File: config.mk
export PLATFORM = sky130hd
export DESIGN_NAME = rtctw_top
export DESIGN_NICKNAME = d
export VERILOG_FILES = /design/src/hw/rtctw_pkg.sv /design/src/hw/rtctw_pre_if.sv /design/src/hw/rtctw_top.sv /design/src/hw/rtctw_prescaler.sv
export SDC_FILE = /design/constraint.sdc
export NUM_CORES = 1
export LEC_CHECK = 0
export BUFFER_PORTS_ARGS = -buffer_cell sky130_fd_sc_hd__buf_2
export CORE_MARGIN = 1.5
export CORE_UTILIZATION = 60
export DETAILED_ROUTE_END_ITERATION = 8
export HOLD_SLACK_MARGIN = 0.06
export PLACE_DENSITY = 0.81
export SETUP_SLACK_MARGIN = 0.15
export SYNTH_ARGS = -nofsm -noshare
export SYNTH_HDL_FRONTEND = slang
export SYNTH_SLANG_ARGS = --single-unit
export TNS_END_PERCENT = 50
File: constraint.sdc
create_clock -name ref_clk -period 6.1 [get_ports ref_clk]
set_input_delay 0.61 -clock ref_clk [delete_from_list [all_inputs] [get_ports ref_clk]]
set_output_delay 0.61 -clock ref_clk [all_outputs]
set_load 0.01 [all_outputs]
File: src/hw/rtctw_pkg.sv
// Package with addresses, field layouts, reset values and counts for trimming and alarms.
package rtctw_pkg;

	// ==========================================================
	// Internal register addresses
	localparam logic [3:0] ADDR_WEEKDAY   = 4'h3;
	localparam logic [3:0] ADDR_TRIM      = 4'h7;
	localparam logic [3:0] ADDR_A_MINUTE  = 4'h8;
	localparam logic [3:0] ADDR_A_HOUR    = 4'h9;
	localparam logic [3:0] ADDR_A_WEEKDAY = 4'hA;
	localparam logic [3:0] ADDR_B_MINUTE  = 4'hB;
	localparam logic [3:0] ADDR_B_HOUR    = 4'hC;
	localparam logic [3:0] ADDR_B_WEEKDAY = 4'hD;

	// ==========================================================
	// Field layouts
	localparam int TRIM_XTAL_BIT = 7;
	localparam int TRIM_DIR_BIT = 6;
	localparam int HOUR_PM_BIT  = 5;
	localparam logic [7:0] MINUTE_MASK  = 8'h7F;
	localparam logic [7:0] HOUR_MASK    = 8'h3F;
	localparam logic [7:0] WEEKMASK_MASK = 8'h7F;
	localparam logic [7:0] WEEKDAY_MASK = 8'h07;

	// ==========================================================
	// Reset values and counts
	localparam logic [7:0]  TRIM_RESET    = 8'h00;
	localparam logic [2:0]  WEEKDAY_LAST  = 3'h6;
	localparam logic [2:0]  WEEKDAY_FIRST = 3'h0;
	localparam logic [15:0] NOM_32768     = 16'h8000;
	localparam logic [15:0] NOM_32000     = 16'h7D00;
	localparam logic [6:0]  TRIM_SEC_00   = 7'h00;
	localparam logic [6:0]  TRIM_SEC_20   = 7'h20;
	localparam logic [6:0]  TRIM_SEC_40   = 7'h40;

	// Oscillator pulses in the current second.
	function automatic logic [15:0] rtctw_second_len(
		input logic       xtal,
		input logic       dir,
		input logic [5:0] mag,
		input logic [6:0] sec
	);
		logic [15:0] nom;
		logic [6:0]  adj;
		logic        tsec;
		nom  = xtal ? NOM_32000 : NOM_32768;
		tsec = (sec == TRIM_SEC_00) || (sec == TRIM_SEC_20) ||
		       (sec == TRIM_SEC_40);
		adj  = 7'h00;
		if (!tsec || mag[5:1] == 5'h00) begin
			return nom;
		end
		if (!dir) begin
			adj = {1'b0, mag} - 7'h01;
			return nom + {8'h00, adj, 1'b0};
		end
		adj = {1'b0, ~mag} + 7'h01;
		return nom - {8'h00, adj, 1'b0};
	endfunction

endpackage

File: src/hw/rtctw_pre_if.sv
// Interface between the register side and the trimmed one-second prescaler.
`timescale 1ns/1ps
interface rtctw_pre_if;
	logic       osc_edge;
	logic       crystal_select;
	logic       trim_direction;
	logic [5:0] trim_magnitude;
	logic [6:0] seconds_bcd;
	logic       sec_tick;

	modport ctl (
		output osc_edge,
		output crystal_select,
		output trim_direction,
		output trim_magnitude,
		output seconds_bcd,
		input  sec_tick
	);
	modport pre (
		input  osc_edge,
		input  crystal_select,
		input  trim_direction,
		input  trim_magnitude,
		input  seconds_bcd,
		output sec_tick
	);
endinterface

File: src/hw/rtctw_top.sv
// Time trimming, weekday counter and two weekly alarm comparators.
//
// Functional notes
// - Crystal select 0 picks 32.768 kHz (default), 1 picks 32.000 kHz.
// - Trim applies only in seconds 00, 20 and 40.
// - Untrimmed second lasts 32768 pulses, or 32000 with other crystal.
// - Direction 0 lengthens the second by (magnitude-1)*2 pulses.
// - Direction 1 shortens the second by (~magnitude+1)*2 pulses.
// - Magnitude bits five to one all zero leaves the count unchanged.
// - The 32 kHz clock output stays untrimmed, straight from oscillator.
// - Alarm A at addresses 8h-Ah, alarm B at Bh-Dh.
// - Hour bit five is PM flag or twenty-hour bit by mode.
// - In 12-hour mode midnight is 12 and noon is 32.
// - Weekday mask bit n enables weekday counter value n.
// - All mask bits zero means the alarm never fires.
// - After oscillator stop alarm contents undefined, upper bits read zero.
// - Enable clear disables the alarm and its flag reads zero.
// - Trim register at 7h, crystal select in bit 7, cleared on stop.
// - Weekday counts 0 to 6, one step per day carry, and wraps from 6 to 0.
`timescale 1ns/1ps
module rtctw_top
	import rtctw_pkg::*;
(
	// Clock and reset
	input  wire logic       ref_clk,
	input  wire logic       rst,
	// Oscillator pin and untrimmed clock output
	input  wire logic       osc_in,
	output logic            clk_32k_out,
	// Internal register port
	input  wire logic [3:0] reg_addr,
	input  wire logic       reg_wr,
	input  wire logic       reg_rd,
	input  wire logic [7:0] reg_wdata,
	output logic      [7:0] reg_rdata,
	// Timekeeping counters
	input  wire logic [6:0] seconds_bcd,
	input  wire logic [6:0] minutes_bcd,
	input  wire logic [5:0] hours_code,
	input  wire logic       day_carry,
	// Status and control
	input  wire logic       oscillator_stop_flag,
	input  wire logic       alarm_a_enable,
	input  wire logic       alarm_b_enable,
	// Results
	output logic            sec_tick,
	output logic      [2:0] weekday_count,
	output logic            alarm_a_flag,
	output logic            alarm_b_flag,
	output logic            alarm_a_hit,
	output logic            alarm_b_hit
);

	// ==========================================================
	// Helper functions

	// Alarm comparison shared by both alarm channels.
	function automatic logic alarm_match(
		input logic [6:0] am,
		input logic [5:0] ah,
		input logic [6:0] aw,
		input logic [6:0] cm,
		input logic [5:0] ch,
		input logic [2:0] cw
	);
		logic day_ok;
		day_ok = 1'b0;
		if (cw <= WEEKDAY_LAST) begin
			day_ok = aw[cw];
		end
		return day_ok && (am == cm) && (ah == ch);
	endfunction

	// Address decode used by the write paths; the read path decodes with a case.
	function automatic logic hits(
		input logic [3:0] a,
		input logic [3:0] target
	);
		return a == target;
	endfunction

	// ==========================================================
	// Oscillator synchroniser

	logic osc_s1_reg;
	logic osc_s2_reg;
	logic osc_s3_reg;
	logic osc_edge;

	always_ff @(posedge ref_clk) begin
		if (rst) begin
			osc_s1_reg <= 1'b0;
			osc_s2_reg <= 1'b0;
			osc_s3_reg <= 1'b0;
		end else begin
			osc_s1_reg <= osc_in;
			osc_s2_reg <= osc_s1_reg;
			osc_s3_reg <= osc_s2_reg;
		end
	end

	assign osc_edge = osc_s2_reg && !osc_s3_reg;

	// The output copy bypasses the trim counter on purpose.
	always_ff @(posedge ref_clk) begin
		if (rst) begin
			clk_32k_out <= 1'b0;
		end else begin
			clk_32k_out <= osc_s2_reg;
		end
	end

	// ==========================================================
	// Oscillator stop edge

	logic stop_prev_reg;
	logic stop_rise;

	always_ff @(posedge ref_clk) begin
		if (rst) begin
			stop_prev_reg <= 1'b0;
		end else begin
			stop_prev_reg <= oscillator_stop_flag;
		end
	end

	assign stop_rise = oscillator_stop_flag && !stop_prev_reg;

	// ==========================================================
	// Trim register

	logic [7:0] trim_reg;

	always_ff @(posedge ref_clk) begin
		if (rst) begin
			trim_reg <= TRIM_RESET;
		end else if (stop_rise) begin
			trim_reg <= TRIM_RESET;
		end else if (reg_wr && hits(reg_addr, ADDR_TRIM)) begin
			trim_reg <= reg_wdata;
		end
	end

	// ==========================================================
	// Prescaler

	rtctw_pre_if pre_bus ();

	assign pre_bus.osc_edge       = osc_edge;
	assign pre_bus.crystal_select = trim_reg[TRIM_XTAL_BIT];
	assign pre_bus.trim_direction = trim_reg[TRIM_DIR_BIT];
	assign pre_bus.trim_magnitude = trim_reg[5:0];
	assign pre_bus.seconds_bcd    = seconds_bcd;
	assign sec_tick               = pre_bus.sec_tick;

	rtctw_prescaler u_pre (
		.ref_clk (ref_clk),
		.rst     (rst),
		.p       (pre_bus)
	);

	// ==========================================================
	// Weekday counter

	logic [2:0] weekday_reg;

	always_ff @(posedge ref_clk) begin
		if (rst) begin
			weekday_reg <= WEEKDAY_FIRST;
		end else if (reg_wr && hits(reg_addr, ADDR_WEEKDAY)) begin
			weekday_reg <= reg_wdata[2:0];
		end else if (day_carry) begin
			if (weekday_reg >= WEEKDAY_LAST) begin
				weekday_reg <= WEEKDAY_FIRST;
			end else begin
				weekday_reg <= weekday_reg + 3'h1;
			end
		end
	end

	assign weekday_count = weekday_reg;

	// ==========================================================
	// Alarm registers

	// Contents are not reset: after a stop they are simply undefined,
	// but only the implemented bits exist, so upper bits stay zero.
	logic [6:0] alarm_a_minute_bcd;
	logic [5:0] alarm_a_hour_reg;
	logic [6:0] alarm_a_weekday_bits;
	logic [6:0] alarm_b_minute_bcd;
	logic [5:0] alarm_b_hour_reg;
	logic [6:0] alarm_b_weekday_bits;

	always_ff @(posedge ref_clk) begin
		if (reg_wr && hits(reg_addr, ADDR_A_MINUTE)) begin
			alarm_a_minute_bcd <= reg_wdata[6:0];
		end
	end

	always_ff @(posedge ref_clk) begin
		if (reg_wr && hits(reg_addr, ADDR_A_HOUR)) begin
			alarm_a_hour_reg <= reg_wdata[5:0];
		end
	end

	always_ff @(posedge ref_clk) begin
		if (reg_wr && hits(reg_addr, ADDR_A_WEEKDAY)) begin
			alarm_a_weekday_bits <= reg_wdata[6:0];
		end
	end

	always_ff @(posedge ref_clk) begin
		if (reg_wr && hits(reg_addr, ADDR_B_MINUTE)) begin
			alarm_b_minute_bcd <= reg_wdata[6:0];
		end
	end

	always_ff @(posedge ref_clk) begin
		if (reg_wr && hits(reg_addr, ADDR_B_HOUR)) begin
			alarm_b_hour_reg <= reg_wdata[5:0];
		end
	end

	always_ff @(posedge ref_clk) begin
		if (reg_wr && hits(reg_addr, ADDR_B_WEEKDAY)) begin
			alarm_b_weekday_bits <= reg_wdata[6:0];
		end
	end

	// ==========================================================
	// Alarm comparators

	logic match_a;
	logic match_b;
	logic prev_a_reg;
	logic prev_b_reg;

	always_comb begin
		match_a = alarm_a_enable && alarm_match(alarm_a_minute_bcd,
			alarm_a_hour_reg, alarm_a_weekday_bits, minutes_bcd,
			hours_code, weekday_reg);
		match_b = alarm_b_enable && alarm_match(alarm_b_minute_bcd,
			alarm_b_hour_reg, alarm_b_weekday_bits, minutes_bcd,
			hours_code, weekday_reg);
	end

	// An impossible alarm time never equals the counters and stays quiet.
	always_ff @(posedge ref_clk) begin
		if (rst) begin
			prev_a_reg  <= 1'b0;
			alarm_a_hit <= 1'b0;
		end else begin
			prev_a_reg  <= match_a;
			alarm_a_hit <= match_a && !prev_a_reg;
		end
	end

	always_ff @(posedge ref_clk) begin
		if (rst) begin
			prev_b_reg  <= 1'b0;
			alarm_b_hit <= 1'b0;
		end else begin
			prev_b_reg  <= match_b;
			alarm_b_hit <= match_b && !prev_b_reg;
		end
	end

	// Match levels; forced low whenever the alarm is disabled.
	always_ff @(posedge ref_clk) begin
		if (rst) begin
			alarm_a_flag <= 1'b0;
			alarm_b_flag <= 1'b0;
		end else begin
			alarm_a_flag <= match_a;
			alarm_b_flag <= match_b;
		end
	end

	// ==========================================================
	// Read path

	logic [7:0] rd_mux;

	always_comb begin
		rd_mux = 8'h00;
		unique case (reg_addr)
			ADDR_WEEKDAY:   rd_mux = {5'h00, weekday_reg};
			ADDR_TRIM:      rd_mux = trim_reg;
			ADDR_A_MINUTE:  rd_mux = {1'b0, alarm_a_minute_bcd};
			ADDR_A_HOUR:    rd_mux = {2'h0, alarm_a_hour_reg};
			ADDR_A_WEEKDAY: rd_mux = {1'b0, alarm_a_weekday_bits};
			ADDR_B_MINUTE:  rd_mux = {1'b0, alarm_b_minute_bcd};
			ADDR_B_HOUR:    rd_mux = {2'h0, alarm_b_hour_reg};
			ADDR_B_WEEKDAY: rd_mux = {1'b0, alarm_b_weekday_bits};
			default:        rd_mux = 8'h00;
		endcase
	end

	always_ff @(posedge ref_clk) begin
		if (rst) begin
			reg_rdata <= 8'h00;
		end else if (reg_rd) begin
			reg_rdata <= rd_mux;
		end
	end

endmodule

File: src/hw/rtctw_prescaler.sv
// Trimmed prescaler turning oscillator pulses into one-second ticks.
`timescale 1ns/1ps
module rtctw_prescaler
	import rtctw_pkg::*;
(
	// Clock and reset
	input wire logic ref_clk,
	input wire logic rst,
	// Control side
	rtctw_pre_if.pre p
);

	// ==========================================================
	// Pulse counter
	logic [15:0] cnt_reg;
	logic [15:0] len;
	logic        tick_reg;

	always_comb begin
		len = rtctw_second_len(p.crystal_select, p.trim_direction,
		                       p.trim_magnitude, p.seconds_bcd);
	end

	always_ff @(posedge ref_clk) begin
		if (rst) begin
			cnt_reg <= 16'h0000;
		end else if (p.osc_edge) begin
			if (cnt_reg >= len - 16'h0001) begin
				cnt_reg <= 16'h0000;
			end else begin
				cnt_reg <= cnt_reg + 16'h0001;
			end
		end
	end

	always_ff @(posedge ref_clk) begin
		if (rst) begin
			tick_reg <= 1'b0;
		end else begin
			tick_reg <= p.osc_edge && (cnt_reg >= len - 16'h0001);
		end
	end

	assign p.sec_tick = tick_reg;

endmodule

==> key figures <==
Status
  – Outcome: completed

Detailed routing
  – Post-Route WL: 14.0 mm
  – Antenna-violating nets left: 0
  – Drc violations: 0
  – Initial DRC Count: 457
  – Avg WL per Cell: 17.8 µm
  – Drt first pass iters: 7
  – Via density: 6.36
  – Vias: 5,006

Final layout
  – Antenna Cells: 0
  – Fillcell total: 722
  – Area growth, synth to finish: 8.99%
  – Area of the multi-input gates: 3490 µm²
  – Post-Layout Cell Count: 787
  – Most common cell after layout, fill and taps aside: buf_2
  – Register Area: 2080 µm²
  – Layout cell share with drive strength beyond 1: 16.7%
  – Max FFs per register: 16
  – Nets@finish: 722
  – Most frequent cells in the layout: buf_2 (57), nand2_1 (51), nor2_1 (49), dfxtp_1 (44), xor2_1 (41)

Placement
  – Port Buf Inserts: 57
  – Gp weighted congestion: 0.931
  – Placed instance count: 771
  – DP Wirelength: 10.2 mm

STA
  – Actual slew at the worst max-slew pin: 1.11 ns
  – Final hold slack: 0.417 ns
  – Final setup skew: 0.0172 ns
  – Slew HR: 25.7%
  – Final setup viols: 0
  – Fin Setup TNS: 0 ns
  – Max-slew violations: 0
  – Peak Freq: 180 MHz
  – Unrepaired setup endpoints after global routing: no
  – Post-layout min period: 5.54 ns
  – Final period util: 90.8%
  – Final Hold Vio Count: 0

Clock network
  – Buffers inserted during post-CTS setup optimization: 0
  – # H-tree levels: 3
  – # clock sinks: 84
  – Total CTS buffers: 9
  – Root Buffer: clkbuf_8
  – Clock tree buffer depth: 2
  – CTS tree: done
  – Hold_buf cts: 0
  – Worst-skew pair later-pin latency: 0.35 ns
  – Worst-path clk slew: 0.10 ns

Die
  – DIE WIDTH: 101 µm
  – Row count: 35
  – Core Box Area: 9330 µm²
  – Die Span Y: 101 µm
  – Number of primary I/O pins: 58
  – Starting density of the core: 62.4%
  – Full die area: 10,300 µm²

Worst setup path
  – Worst-path fanout max: 16
  – Critical Path RT: 6.36 ns
  – Crit. Startpoint: trim_reg[1]
  – Worst setup SP type: flop
  – Type of the worst setup path: reg2reg
  – WP data arrival: 5.81 ns
  – Critical R2R Launch: trim_reg[1]
  – Setup crit end: u_pre.cnt_reg[4]
  – Critical path capture point type: flop
  – R2r setup slk: 0.56 ns
  – Worst reg-to-reg path cell count: 21
  – Reg-to-reg endpoint: u_pre.cnt_reg[4]

Yosys
  – Synthesized Nets: 687
  – Syn Area/Cell: 9.41 µm²
  – Sequential area share after synthesis: 35.8%
  – Number of enable flip-flop cells after synthesis: 40
  – Netlist cell types: 86
  – Yosys reg bits: 84
  – Top_reg_cell synth: dfxtp_1
  – Post-Syn Area: 5820 µm²
  – Ys async rst share: 0%
  – YS warnings: 0
  – Post-Synthesis Cells: 618

Power
  – Leak Pwr: 2.55 nW
  – Peak supply drop: 0.160 mV
  – Power Dens Cells: 186 nW/µm²

Global route
  – Vias in the first global route: 4,499
  – Initial antenna violation count: 0
  – Global-route wire length before repair: 22.2 mm
  – Global route overflow: 0
  – GRT Util Overall: 27.6%
  – Largest net degree at the start of global routing: 35

Min path
  – WHS Path Cells: 1
  – Tightest Hold Check Type: reg2reg

Flow run
  – Max_cap viols: 0
==> synth_stat cells, drive strengths merged, types with 5 or more instances <==
library cell	count	share of area (%)
a211oi	17	2.2
a21o	11	1.4
a21oi	31	2.7
a222oi	5	0.86
a31oi	9	1.5
and2	5	0.54
and3	13	1.5
and4	5	0.77
buf	13	1.7
clkbuf	24	1.6
dfxtp	44	15
edfxtp	40	21
ha	28	6.0
inv	18	1.2
mux2i	9	1.6
nand2	51	3.3
nand3	34	3.1
nand3b	5	0.65
nand4	14	1.5
nor2	49	3.2
nor2b	16	1.7
nor3	11	1.1
nor4	11	1.5
o21ai	19	1.6
xnor2	23	3.8
xor2	42	6.5
==> timing repair <==
item,4_1_cts,5_1_grt
gates resized for setup,0,2
hold endpoints to repair,0,0
setup endpoints to repair,0,16
==> report_power, final <==
group | switching [mW] | leakage (nW) | internal [mW] | total, mW
Combinational | 0.0720 | 1.72 | 0.0442 | 0.116
Clock | 0.217 | 0.108 | 0.236 | 0.453
Sequential | 0.0111 | 0.717 | 0.599 | 0.610
==> worst max-delay path, stage by stage (launching register included) <==
cell and delay (ns):
dfxtp_1 0.49, inv_1 0.13, ha_1 0.36, and3b_1 0.25, a31o_2 0.26, and3_1 0.19
ha_1 0.26, nor2b_1 0.12, a31oi_1 0.40, and4_1 0.36, nor4_1 0.08, a311oi_2 0.30
nand3_2 0.18, nor4_4 0.35, nand2_1 0.12, xnor2_1 0.14, ha_1 0.31, a21o_1 0.17
a21o_1 0.17, a21oi_1 0.30, o21ai_4 0.21, a211oi_1 0.30
==> worst min path at each step <==
stage	start	end
3_5_place_dp	alarm_b_flag	alarm_b_hit
2_1_floorplan	osc_s1_reg	osc_s2_reg
5_1_grt	alarm_a_flag	alarm_a_hit
6_report	alarm_b_flag	alarm_b_hit
4_1_cts	alarm_b_flag	alarm_b_hit
3_3_place_gp	alarm_a_flag	alarm_a_hit
==> final cells by class <==
type	count	share of cell area, %
Multi-Input combinational cell	479	55.0
Sequential cell	84	32.8
Timing Repair Buffer	61	4.97
Tap cell	129	2.55
Clock buffer	9	1.95
Clock inverter	7	1.64
Inverter	18	1.07
==> metrics by stage <==
step / setup WS [ns] / util, % / total power [mW] / area [µm²]
floorplan: 1.08 / - / 0.693 / 5820
finish: 0.558 / 68.0 / 1.18 / 6340
global route: 0.163 / 68.0 / 1.21 / 6340
global placement: 0.618 / 65.4 / 0.732 / 6100
CTS: 0.277 / 67.9 / 1.18 / 6330
detailed placement: 0.293 / 65.4 / 0.735 / 6100
==> metal layers <==
| layer | GRT usage (%) | share of wire (%) | up-vias |
|---|---|---|---|
| met5 | 0 | 0 | - |
| li1 | - | - | 2369 |
| met3 | 5.73 | 10 | 22 |
| met1 | 40.1 | 44 | 2347 |
| met4 | 6.30 | 1.3 | 0 |
| met2 | 42.5 | 45 | 268 |
==> cells by family (layout without fill, tap and decap cells) <==
kind of cell    after synthesis  after routing  synth area share [%]
compound gates              140            140                  18.4
xor+xnor                     66             66                  10.6
fa+ha+maj                    28             28                  6.02
buf+inv                      55             95                  4.47
flops                        84             84                  35.8
mux                          12             12                  2.58
simple gates                233            233                  22.1
Note: power is estimated with default switching activity, not from simulation.
